--- src/hw/arp_pkg.sv ---
// What this block does
// the quantise setting takes five values: off, grid, smart, grid locked, smart locked.
// smart quantise sounds a slightly late note at once and aligns from the next step; grid waits. The code sends the note only at the next grid step.
// any nonzero quantise setting joins the shared step grid so all such arpeggiators run together.
// output velocity is the held key's, 127, 63, or the pattern step's, per a four-way setting.
// mono without fill-in: indices above the held count use the top held note; extra notes stay silent.
// mono with fill-in: held notes above the top index replace their lower partners every second pass.
// basic up and down with fill-in sweep all octaves per pass; without, one octave per pass in turn.
// mono index 1 upward maps to held notes by rising pitch, falling pitch or arrival order.
// ordering is ignored for the algorithmic patterns 0 to 10.
// steps advance every selectable number of clock ticks; a sixteenth is six ticks.
// notes go to the sound engine, to midi, or to both, per a three-way destination.
// midi notes use the triggering channel when following input, else a fixed channel 1 to 16.
// with live transpose on, notes from the transpose zone and the transpose channel are taken.
// the shift is the signed difference to the reference note; the reference itself gives zero.
// with live transpose off, transpose notes are ignored and the key stays original.
// with restart on new notes the pattern resets: next step for grid, at once for smart late notes.
// a start or continue message runs the pattern silently so later keys sound the current step.
package arp_pkg;
    localparam logic [7:0] ARP_ADR_CTRL = 8'h00;
    localparam logic [7:0] ARP_ADR_CFG = 8'h04;
    localparam logic [7:0] ARP_ADR_TRANS = 8'h08;
    localparam logic [7:0] ARP_ADR_STAT = 8'h0c;
    localparam logic [7:0] ARP_ADR_PAT = 8'h10;
    localparam logic [7:0] ARP_ADR_CNT = 8'h14;
    localparam logic [6:0] ARP_VEL_FULL = 7'h7f;
    localparam logic [6:0] ARP_VEL_HALF = 7'h3f;
    localparam logic [6:0] ARP_REF_RST = 7'h3c;
    localparam logic [7:0] ARP_TICKS_RST = 8'h06;
    localparam logic [6:0] ARP_ALGO_LAST = 7'h0a;
    localparam logic [6:0] ARP_BASIC_LAST = 7'h03;
    localparam logic [2:0] ARP_LATE_TICKS = 3'h2;
    localparam logic [31:0] ARP_CTRL_RST = 32'h0000_0100;
    localparam int ARP_NOTES = 8;
    typedef enum logic [2:0] {ARP_Q_OFF, ARP_Q_GRID, ARP_Q_SMART, ARP_Q_GRID_LOCK,
        ARP_Q_SMART_LOCK} arp_quant_t;
    typedef enum logic [1:0] {ARP_V_PLAYED, ARP_V_FULL, ARP_V_HALF, ARP_V_PROG} arp_vel_t;
    typedef enum logic [1:0] {ARP_O_UP, ARP_O_DOWN, ARP_O_PLAYED} arp_order_t;
    typedef enum logic [1:0] {ARP_D_ENGINE, ARP_D_BOTH, ARP_D_MIDI} arp_dest_t;
    typedef struct packed {
        logic [6:0] note;
        logic [6:0] vel;
        logic [3:0] chan;
        logic to_engine;
        logic to_midi;
    } arp_evt_t;
    localparam int ARP_EVT_W = $bits(arp_evt_t);
endpackage : arp_pkg

--- src/hw/arp_core.sv ---
// Our own choices: the Wishbone interface to the registers and the address map.
`timescale 1ns/1ps
`default_nettype none
module arp_core
    import arp_pkg::*;
#(
    parameter int NOTES = ARP_NOTES,
    parameter int FIFO_DEPTH = 32
) (
    input wire logic clk_i,
    input wire logic rst_i,
    // classic wishbone slave
    input wire logic cyc_i,
    input wire logic stb_i,
    input wire logic we_i,
    input wire logic [7:0] adr_i,
    input wire logic [3:0] sel_i,
    input wire logic [31:0] dat_i,
    output logic [31:0] dat_o,
    output logic ack_o,
    // keyboard side
    input wire logic key_on_i,
    input wire logic key_off_i,
    input wire logic [6:0] key_note_i,
    input wire logic [6:0] key_vel_i,
    input wire logic [3:0] key_chan_i,
    input wire logic tick_i,
    input wire logic midi_start_i,
    input wire logic midi_stop_i,
    input wire logic group_step_i,
    input wire logic zone_note_on_i,
    input wire logic chan_note_on_i,
    input wire logic [6:0] trans_note_i,
    input wire logic [6:0] pat_note_i,
    input wire logic [6:0] pat_vel_i,
    input wire logic pat_rest_i,
    output logic [5:0] pat_step_o,
    output logic group_join_o,
    // generated notes
    output logic [ARP_EVT_W-1:0] evt_o,
    output logic evt_valid_o,
    input wire logic evt_ready_i
);
    // ==========================================================
    // registers
    logic [31:0] ctrl_reg;
    logic [31:0] cfg_reg;
    logic [6:0] ref_reg;
    logic ack_reg;
    logic [31:0] rdat_reg;
    arp_quant_t quant;
    arp_vel_t vel_mode;
    arp_order_t order;
    arp_dest_t dest;
    logic enable, fill_in, restart_new, trans_en, mono;
    logic [7:0] ticks_per_step;
    logic [3:0] out_chan;
    logic out_follow;
    logic [6:0] pattern;
    logic [5:0] pat_len;
    logic [1:0] octaves;
    assign enable = ctrl_reg[0];
    assign quant = arp_quant_t'(ctrl_reg[3:1]);
    assign vel_mode = arp_vel_t'(ctrl_reg[5:4]);
    assign order = arp_order_t'(ctrl_reg[7:6]);
    assign fill_in = ctrl_reg[8];
    assign restart_new = ctrl_reg[9];
    assign trans_en = ctrl_reg[10];
    assign dest = arp_dest_t'(ctrl_reg[12:11]);
    assign out_follow = ctrl_reg[13];
    assign out_chan = ctrl_reg[17:14];
    assign mono = ctrl_reg[18];
    assign octaves = ctrl_reg[20:19];
    assign ticks_per_step = cfg_reg[7:0];
    assign pattern = cfg_reg[14:8];
    assign pat_len = cfg_reg[21:16];
    logic wb_hit;
    assign wb_hit = cyc_i && stb_i && !ack_reg;
    always_ff @(posedge clk_i) begin
        if (rst_i) begin
            ack_reg <= 1'b0;
        end else begin
            ack_reg <= wb_hit;
        end
    end
    function automatic logic [31:0] wmerge(input logic [31:0] old, input logic [31:0] nw,
        input logic [3:0] sel);
        for (int i = 0; i < 4; i++) begin
            old[8*i +: 8] = sel[i] ? nw[8*i +: 8] : old[8*i +: 8];
        end
        return old;
    endfunction : wmerge
    always_ff @(posedge clk_i) begin
        if (rst_i) begin
            ctrl_reg <= ARP_CTRL_RST;
            cfg_reg <= {16'h0010, 8'h00, ARP_TICKS_RST};
            ref_reg <= ARP_REF_RST;
        end else if (wb_hit && we_i) begin
            if (adr_i == ARP_ADR_CTRL) ctrl_reg <= wmerge(ctrl_reg, dat_i, sel_i);
            if (adr_i == ARP_ADR_CFG) cfg_reg <= wmerge(cfg_reg, dat_i, sel_i);
            if (adr_i == ARP_ADR_TRANS && sel_i[0]) ref_reg <= dat_i[6:0];
        end
    end
    // ==========================================================
    // held notes, arrival order
    logic [6:0] held_note [NOTES];
    logic [6:0] held_vel [NOTES];
    logic [3:0] held_cnt;
    logic [3:0] trig_chan_reg;
    logic new_note_reg;
    // slots at or above the released note move down one
    logic [NOTES-1:0] off_from;
    always_comb begin
        off_from[0] = held_cnt != 0 && held_note[0] == key_note_i;
        for (int i = 1; i < NOTES; i++) begin
            off_from[i] = off_from[i-1] || (4'(i) < held_cnt && held_note[i] == key_note_i);
        end
    end
    always_ff @(posedge clk_i) begin
        if (rst_i) begin
            held_cnt <= '0;
            trig_chan_reg <= '0;
            for (int i = 0; i < NOTES; i++) begin
                held_note[i] <= '0;
                held_vel[i] <= '0;
            end
        end else if (key_on_i && held_cnt != 4'(NOTES)) begin
            held_note[held_cnt[2:0]] <= key_note_i;
            held_vel[held_cnt[2:0]] <= key_vel_i;
            held_cnt <= held_cnt + 4'h1;
            trig_chan_reg <= key_chan_i;
        end else if (key_off_i) begin
            for (int i = 0; i < NOTES - 1; i++) begin
                if (off_from[i]) begin
                    held_note[i] <= held_note[i+1];
                    held_vel[i] <= held_vel[i+1];
                end
            end
            if (off_from[NOTES-1]) held_cnt <= held_cnt - 4'h1;
        end
    end
    // rank of note k by pitch: count of held notes strictly lower (ties by slot)
    function automatic logic [3:0] pick(input logic [2:0] idx, input arp_order_t ord,
        input logic [3:0] cnt, input logic [6:0] n [NOTES]);
        logic [3:0] r;
        logic [3:0] want;
        pick = 4'h0;
        want = (ord == ARP_O_DOWN) ? cnt - 4'h1 - {1'b0, idx} : {1'b0, idx};
        for (int k = 0; k < NOTES; k++) begin
            r = 4'h0;
            for (int j = 0; j < NOTES; j++) begin
                if (4'(j) < cnt && (n[j] < n[k] || (n[j] == n[k] && j < k))) r = r + 4'h1;
            end
            if (4'(k) < cnt && r == want) pick = 4'(k);
        end
        if (ord == ARP_O_PLAYED) pick = {1'b0, idx};
    endfunction : pick
    // ==========================================================
    // transpose
    logic signed [7:0] shift_reg;
    always_ff @(posedge clk_i) begin
        if (rst_i) begin
            shift_reg <= '0;
        end else if (!trans_en) begin
            shift_reg <= '0;
        end else if (zone_note_on_i || chan_note_on_i) begin
            shift_reg <= $signed({1'b0, trans_note_i}) - $signed({1'b0, ref_reg});
        end
    end
    // ==========================================================
    // step timing
    logic [7:0] tick_cnt;
    logic [2:0] since_step;
    logic running_reg, bg_reg, sync_mode, smart, late, step_now;
    logic [5:0] step_reg;
    logic pass_reg;
    logic [1:0] oct_reg;
    assign sync_mode = (quant != ARP_Q_OFF);
    assign smart = (quant == ARP_Q_SMART || quant == ARP_Q_SMART_LOCK);
    assign late = smart && since_step < ARP_LATE_TICKS;
    logic tick_step;
    assign tick_step = tick_i && (tick_cnt + 8'h1 >= ticks_per_step);
    // a smart late first key raises step_now at once, but held_cnt is still 0 so no note is sent; otherwise at grid
    assign step_now = sync_mode ? (tick_step || (key_on_i && held_cnt == 0 && late)) : tick_step;
    always_ff @(posedge clk_i) begin
        if (rst_i) begin
            tick_cnt <= '0;
            since_step <= '0;
        end else if (midi_start_i || (sync_mode && group_step_i && !running_reg)) begin
            tick_cnt <= '0;
            since_step <= '0;
        end else if (tick_i) begin
            tick_cnt <= tick_step ? 8'h0 : tick_cnt + 8'h1;
            since_step <= tick_step ? 3'h0 : (since_step == 3'h7 ? since_step : since_step + 3'h1);
        end
    end
    always_ff @(posedge clk_i) begin
        if (rst_i) begin
            running_reg <= 1'b0;
            bg_reg <= 1'b0;
            group_join_o <= 1'b0;
        end else begin
            if (midi_start_i) bg_reg <= 1'b1;
            if (midi_stop_i) bg_reg <= 1'b0;
            running_reg <= enable && (held_cnt != 0 || bg_reg || (sync_mode && group_step_i));
            group_join_o <= enable && sync_mode && held_cnt != 0;
        end
    end
    logic reset_pat_reg;
    always_ff @(posedge clk_i) begin
        if (rst_i) begin
            new_note_reg <= 1'b0;
        end else if (key_on_i && restart_new && !(late && sync_mode)) begin
            new_note_reg <= 1'b1;
        end else if (step_now) begin
            new_note_reg <= 1'b0;
        end
    end
    assign reset_pat_reg = new_note_reg || (key_on_i && restart_new && late && sync_mode);
    always_ff @(posedge clk_i) begin
        if (rst_i) begin
            step_reg <= '0;
            pass_reg <= 1'b0;
            oct_reg <= '0;
        end else if (step_now && (running_reg || bg_reg)) begin
            if (reset_pat_reg || step_reg + 6'h1 >= pat_len) begin
                step_reg <= '0;
                if (!reset_pat_reg) begin
                    pass_reg <= ~pass_reg;
                    oct_reg <= (oct_reg >= octaves) ? 2'h0 : oct_reg + 2'h1;
                end
            end else begin
                step_reg <= step_reg + 6'h1;
            end
        end
    end
    assign pat_step_o = step_reg;
    // ==========================================================
    // note choice
    logic [2:0] idx;
    logic [3:0] slot;
    logic [6:0] note_sel;
    logic [6:0] vel_sel;
    logic [1:0] oct_use;
    logic basic, algo;
    arp_evt_t evt;
    assign basic = mono && pattern <= ARP_BASIC_LAST;
    assign algo = mono && pattern <= ARP_ALGO_LAST;
    always_comb begin
        idx = (pat_note_i == 7'h0) ? 3'h0 : pat_note_i[2:0] - 3'h1;
        if (basic) idx = 3'(step_reg % 6'(held_cnt == 0 ? 4'h1 : held_cnt));
        if (4'(idx) >= held_cnt) begin
            idx = (held_cnt == 0) ? 3'h0 : 3'(held_cnt - 4'h1);
        end else if (fill_in && !basic && pass_reg && 7'(idx) + 7'(pat_len) < 7'(held_cnt)) begin
            idx = 3'(7'(idx) + 7'(pat_len));
        end
        slot = algo ? {1'b0, idx} : pick(idx, order, held_cnt, held_note);
        if (algo) slot = pick(idx, ARP_O_UP, held_cnt, held_note);
        oct_use = (basic && fill_in) ? 2'(step_reg / 6'(held_cnt == 0 ? 4'h1 : held_cnt)) : oct_reg;
        note_sel = 7'(8'(held_note[slot[2:0]]) + 8'(shift_reg) + {4'h0, oct_use, 2'h0} * 8'h3);
        unique case (vel_mode)
            ARP_V_PLAYED: vel_sel = held_vel[slot[2:0]];
            ARP_V_FULL: vel_sel = ARP_VEL_FULL;
            ARP_V_HALF: vel_sel = ARP_VEL_HALF;
            ARP_V_PROG: vel_sel = pat_vel_i;
        endcase
        evt.note = note_sel;
        evt.vel = vel_sel;
        evt.chan = out_follow ? trig_chan_reg : out_chan;
        evt.to_engine = (dest != ARP_D_MIDI);
        evt.to_midi = (dest != ARP_D_ENGINE);
    end
    logic fifo_in_valid, fifo_in_ready;
    assign fifo_in_valid = step_now && running_reg && held_cnt != 0 && !pat_rest_i;
    arp_fifo #(.WIDTH(ARP_EVT_W), .DEPTH(FIFO_DEPTH)) u_fifo (
        .clk_i(clk_i),
        .rst_i(rst_i),
        .in_data_i(evt),
        .in_valid_i(fifo_in_valid),
        .in_ready_o(fifo_in_ready),
        .out_data_o(evt_o),
        .out_valid_o(evt_valid_o),
        .out_ready_i(evt_ready_i)
    );
    logic [15:0] drop_reg;
    always_ff @(posedge clk_i) begin
        if (rst_i) begin
            drop_reg <= '0;
        end else if (fifo_in_valid && !fifo_in_ready) begin
            drop_reg <= drop_reg + 16'h1;
        end
    end
    // ==========================================================
    // read mux
    always_ff @(posedge clk_i) begin
        if (rst_i) begin
            rdat_reg <= '0;
        end else if (wb_hit) begin
            unique case (adr_i)
                ARP_ADR_CTRL: rdat_reg <= ctrl_reg;
                ARP_ADR_CFG: rdat_reg <= cfg_reg;
                ARP_ADR_TRANS: rdat_reg <= {24'h0, 1'b0, ref_reg};
                ARP_ADR_STAT: rdat_reg <= {8'h0, shift_reg, 4'h0, held_cnt, pass_reg, oct_reg,
                    bg_reg, running_reg, 3'h0};
                ARP_ADR_PAT: rdat_reg <= {26'h0, step_reg};
                ARP_ADR_CNT: rdat_reg <= {16'h0, drop_reg};
                default: rdat_reg <= 32'h0;
            endcase
        end
    end
    assign ack_o = ack_reg;
    assign dat_o = rdat_reg;
    // ==========================================================
    // checks
    property p_vel_full;
        @(posedge clk_i) disable iff (rst_i)
        (vel_mode == ARP_V_FULL) |-> evt.vel == 7'h7f;
    endproperty
    a_vel_full: assert property (p_vel_full) else $error("full velocity wrong");
    property p_route;
        @(posedge clk_i) disable iff (rst_i)
        (dest == ARP_D_MIDI) |-> !evt.to_engine && evt.to_midi;
    endproperty
    a_route: assert property (p_route) else $error("midi only routing wrong");
    property p_trans_off;
        @(posedge clk_i) disable iff (rst_i)
        !trans_en |=> shift_reg == 8'sh0;
    endproperty
    a_trans_off: assert property (p_trans_off) else $error("shift kept while off");
    property p_tick_wrap;
        @(posedge clk_i) disable iff (rst_i)
        tick_i && !midi_start_i && !group_step_i && tick_step |=> tick_cnt == 8'h0;
    endproperty
    a_tick_wrap: assert property (p_tick_wrap) else $error("tick count not wrapped");
    property p_chan;
        @(posedge clk_i) disable iff (rst_i)
        !out_follow |-> evt.chan == out_chan;
    endproperty
    a_chan: assert property (p_chan) else $error("fixed channel ignored");
    property p_start_bg;
        @(posedge clk_i) disable iff (rst_i)
        midi_start_i && !midi_stop_i |=> bg_reg ##1 bg_reg || $past(midi_stop_i);
    endproperty
    a_start_bg: assert property (p_start_bg) else $error("background run missing");
    property p_shift;
        @(posedge clk_i) disable iff (rst_i)
        trans_en && (zone_note_on_i || chan_note_on_i) && trans_note_i == ref_reg
            && $stable(trans_en) |=> shift_reg == 8'sh0;
    endproperty
    a_shift: assert property (p_shift) else $error("reference gives nonzero shift");
    property p_join;
        @(posedge clk_i) disable iff (rst_i)
        enable && sync_mode && held_cnt != 0 |=> group_join_o;
    endproperty
    a_join: assert property (p_join) else $error("group join not raised");
    property p_top_note;
        @(posedge clk_i) disable iff (rst_i)
        mono && !basic && !fill_in && held_cnt != 0 && pat_note_i > 7'(held_cnt)
            && pat_note_i <= 7'(NOTES) |-> idx == 3'(held_cnt - 4'h1);
    endproperty
    a_top_note: assert property (p_top_note) else $error("top note not used");
    property p_drop;
        @(posedge clk_i) disable iff (rst_i)
        fifo_in_valid && !fifo_in_ready |=> drop_reg == $past(drop_reg) + 16'h1;
    endproperty
    a_drop: assert property (p_drop) else $error("drop not counted");
    property p_bg_step;
        @(posedge clk_i) disable iff (rst_i)
        bg_reg && step_now && !reset_pat_reg && step_reg + 6'h1 < pat_len
            |=> step_reg == $past(step_reg) + 6'h1;
    endproperty
    a_bg_step: assert property (p_bg_step) else $error("silent step lost");
endmodule : arp_core
`default_nettype wire

--- src/hw/arp_fifo.sv ---
`timescale 1ns/1ps
`default_nettype none
module arp_fifo #(
    parameter int WIDTH = 20,
    parameter int DEPTH = 32
) (
    input wire logic clk_i,
    input wire logic rst_i,
    input wire logic [WIDTH-1:0] in_data_i,
    input wire logic in_valid_i,
    output logic in_ready_o,
    output logic [WIDTH-1:0] out_data_o,
    output logic out_valid_o,
    input wire logic out_ready_i
);
    localparam int AW = $clog2(DEPTH);
    logic [WIDTH-1:0] mem [DEPTH];
    logic [AW-1:0] wr_reg;
    logic [AW-1:0] rd_reg;
    logic [AW:0] cnt_reg;
    logic push;
    logic pop;
    assign in_ready_o = (cnt_reg != (AW+1)'(DEPTH));
    assign out_valid_o = (cnt_reg != '0);
    assign out_data_o = mem[rd_reg];
    assign push = in_valid_i && in_ready_o;
    assign pop = out_valid_o && out_ready_i;
    always_ff @(posedge clk_i) begin
        if (push) begin
            mem[wr_reg] <= in_data_i;
        end
    end
    always_ff @(posedge clk_i) begin
        if (rst_i) begin
            wr_reg <= '0;
            rd_reg <= '0;
            cnt_reg <= '0;
        end else begin
            if (push) begin
                wr_reg <= (wr_reg == AW'(DEPTH-1)) ? '0 : wr_reg + 1'b1;
            end
            if (pop) begin
                rd_reg <= (rd_reg == AW'(DEPTH-1)) ? '0 : rd_reg + 1'b1;
            end
            cnt_reg <= cnt_reg + (AW+1)'(push) - (AW+1)'(pop);
        end
    end
endmodule : arp_fifo
`default_nettype wire

--- config.mk ---
export PLATFORM = sky130hd
export DESIGN_NAME = arp_core
export DESIGN_NICKNAME = d
export VERILOG_FILES = /design/src/hw/arp_pkg.sv /design/src/hw/arp_core.sv /design/src/hw/arp_fifo.sv
export SDC_FILE = /design/constraint.sdc
export NUM_CORES = 2
export LEC_CHECK = 0
export BUFFER_PORTS_ARGS = -buffer_cell sky130_fd_sc_hd__buf_4
export CORE_ASPECT_RATIO = 1.2
export CORE_MARGIN = 2
export CORE_UTILIZATION = 58
export DETAILED_ROUTE_END_ITERATION = 10
export GPL_ROUTABILITY_DRIVEN = 0
export PLACE_DENSITY = 0.81
export SETUP_SLACK_MARGIN = 0.4
export SYNTH_ARGS = -nofsm -noshare
export SYNTH_HDL_FRONTEND = slang
export SYNTH_HIERARCHICAL = 1
export SYNTH_SLANG_ARGS = --single-unit
--- constraint.sdc ---
create_clock -name clk_i -period 19.8 [get_ports clk_i]
set_input_delay 0.99 -clock clk_i [delete_from_list [all_inputs] [get_ports clk_i]]
set_output_delay 0.99 -clock clk_i [all_outputs]
set_load 0.005 [all_outputs]
==> results.yml <==
die:
  core_um2: 86520
  ios: 159
  dieArea_um2: 89820
  num_rows: 118
  initial_utilization: 0.5861
  die_h_um: 327.9
  die_w_um: 273.9
worst_setup_path:
  r2r-start: "held_cnt[0]"
  reg2reg_to: "u_fifo/mem[14][19]"
  critPathRequiredTime_ns: 20.23
  max_stage_delay_ns: 0.60
  crit_type: "reg2reg"
  crit_path_frequent_cell: "ha_1"
  crit_buf_inv: 8
  crit_fanout: 30
  cp-end-kind: "flip-flop"
  cp.arrival_ns: 18.42
  r2r_slack_ns: 1.81
  crit_path_top_delay_cell: "dfxtp_2"
  crit_family: "compound AO/OA/AOI/OAI gates"
  startpoint_type: "flip-flop"
  r2r_cells: 73
cts:
  path_clk_slew_ns: 0.06
  cts_root_buf: "clkbuf_16"
  numCtsBuffers: 87
  clk_path_buf_depth: 3
  htreeDepth: 3
  tritoncts: "built"
  cts.sinks: 933
  worst_skew_pair.late_latency_ns: 0.68
power_and_ir_drop:
  comb_power_share: 0.359
  p_seq_frac: 0.394
  p_per_area_nw_per_um2: 122.1
  switching_share: 0.3535
  leakagePower_nw: 19.66
  p_int_mw: 4.441
  p_sw_mw: 2.428
  p_clk_frac: 0.247
  irDropWorstVdd_v: 0.0001237
placement:
  port_buffers: 158
  hpwl_um: 100900
  pre_cts_ws_ns: 0.4547
finish:
  final_cell_mix: "edfxtp_1, nor2_1, ha_1"
  top_regs: "u_fifo/mem (640), held_note (56), held_vel (56)"
  final_nets: 4947
  fill_cells: 6341
  largest_reg_flops: 640
  final_common_cell: "edfxtp_1"
  area_growth_syn_to_layout_pct: 10.98
  drive_gt1_frac: 0.1282
  regMostFlops: "u_fifo/mem"
sta:
  worst_pin_slew_ns: 1.349
  fin_setup_tns_ns: 0
  fin_crit_sh: 0.9086
  setup_viol: 0
  slew_viol_final: 0
  fin_ws_ns: 1.810
  max_freq_mhz: 55.59
  rsz0062_at_grt: "no"
  relSlewSlack: 0.09381
  fin_worst_skew_ns: 0.05616
  fin_crit_ns: 17.99
  hold_viol: 0
routing:
  drt_iter0_markers: 4687
  vias: 38487
  ant_nets: 0
  drc: 6
  drtPass1Iterations: 11
  routed_wl_um: 152100
  wl_per_cell_um: 26.53
  avgViaCountPerCell: 6.712
yosys:
  synth_edf_count: 689
  synthFlopType: "edfxtp_1"
  async_flop_share: 0
  yosysWarnings: 6
  mappedNetlistArea_um2: 50710
  yosysSeqAreaShare: 0.5043
  synth.avg_cell_area_um2: 11.56
  syn_inst: 4388
  synth.distinct_cells: 110
  ys_ff_latch: 933
  syn_nets: 4819
worst_hold_path:
  hold_path_end: "cfg_reg[24]"
  min_path_cells: 2
  min_from: "cfg_reg[24]"
  min_path_type: "reg2reg"
grt:
  grtUsageMet2: 0.5396
  met1_usage: 0.3915
  busiest_layer: "met2"
  grt_overflow: 0
  grt_pass1_wl_um: 225000
  antenna_found_initial: 13
  grt_usage: 0.3322
  grt_max_degree: 77
  grt_pass1_vias: 37503
  gr-usage-met3: 0.08670
run:
  maxCapViolCount: 0
status:
  outcome: "finished with violations"
  violations: "DRC"
metrics by stage:
step / std cells / total power [mW] / utilization / cell area (um^2) / hold WS, ns
final: 5734 / 6.869 / 0.6505 / 56280 / 0.4553
after floorplan: 4388 / 4.395 / - / 50710 / 0.4294
after global routing: 5728 / 7.140 / 0.6503 / 56260 / 0.4454
after global placement: 5564 / 4.986 / 0.6157 / 53270 / 0.4371
after CTS: 5724 / 6.782 / 0.6491 / 56160 / 0.4330
after detailed placement: 5564 / 5.086 / 0.6157 / 53270 / 0.4492
worst max path at each step:
stage	cells past startpoint	slack [ns]	end	start
after global placement	74	1.07	u_fifo/mem[2][19]	held_cnt[0]
after global routing	74	0.46	u_fifo/mem[29][19]	held_cnt[0]
after CTS	74	0.75	u_fifo/mem[19][19]	held_cnt[0]
after floorplan	73	3.18	u_fifo/mem[0][19]	held_cnt[0]
final	73	1.81	u_fifo/mem[14][19]	held_cnt[0]
after detailed placement	74	0.45	u_fifo/mem[0][19]	held_cnt[0]
area by class of cell:
type                       instances  area [um^2]  area share
clock buffer                     108         2297     0.04082
tap                             1140         1426     0.02535
clock inverter                    52        584.3     0.01038
timing repair buffer             248         1892     0.03362
inverter                         189        715.7     0.01272
sequential                       933        25580      0.4546
multi-input combinational       3057        23760      0.4222
antenna                            7        17.52   0.0003113
cell families after synthesis:
| logic type | count (synthesis) | synth area share |
|---|---|---|
| mux | 391 | 0.09889 |
| fa+ha+maj | 333 | 0.08364 |
| flops | 933 | 0.5043 |
| buf+inv | 399 | 0.03279 |
| compound gates | 899 | 0.1212 |
| xor+xnor | 223 | 0.04325 |
| simple gates | 1210 | 0.1159 |
repair_timing:
| action | 4_1_cts | 5_1_grt |
|---|---|---|
| endpoints found under the setup margin | 32 | 256 |
| hold buffers | 0 | 0 |
| endpoints found under the hold margin | 0 | 0 |
| gates resized for setup | 1 | 10 |
| setup buffers | 0 | 1 |
| pin swaps | 0 | 1 |
| gates cloned | 0 | 1 |
Yosys cell counts (all sizes together) (59+ instances only):
master	number	area share
nand2	306	0.023
edfxtp	689	0.41
o21ai	118	0.012
mux2i	275	0.055
a22oi	170	0.025
nand3	88	0.0087
buf	63	0.0078
a211oi	68	0.010
xor2	93	0.016
dfxtp	244	0.096
a21oi	250	0.025
inv	187	0.014
nand4	59	0.0073
clkbuf	147	0.011
ha	323	0.080
nor3	78	0.0078
nor2	375	0.028
mux4	82	0.037
xnor2	113	0.020
per-layer routing:
layer,part of all wire,routed length [um]
met3,0.11,16050
met1,0.35,53140
met4,0.074,11320
met2,0.47,71580
met5,0.00034,52
worst reg2reg max path, delay by kind of cell, from the launching register on:
| family | cells | cell delay (ns) |
|---|---|---|
| AO/OA/AOI/OAI | 27 | 6.42 |
| adder cells (fa/ha/maj) | 13 | 4.53 |
| AND/OR/NAND/NOR | 18 | 3.09 |
| buffers and inverters | 8 | 1.09 |
| XOR/XNOR | 4 | 1.08 |
| multiplexers | 3 | 0.95 |
| flip-flops | 1 | 0.60 |
power groups by stage:
stage	logic, mW	registers [mW]	clock network, mW
after floorplan	1.68	2.72	0
after global placement	2.24	2.74	0
after detailed placement	2.34	2.75	0
after CTS	2.37	2.70	1.71
after global routing	2.66	2.71	1.77
final	2.46	2.70	1.70
Note: power is estimated with default switching activity, not from simulation.
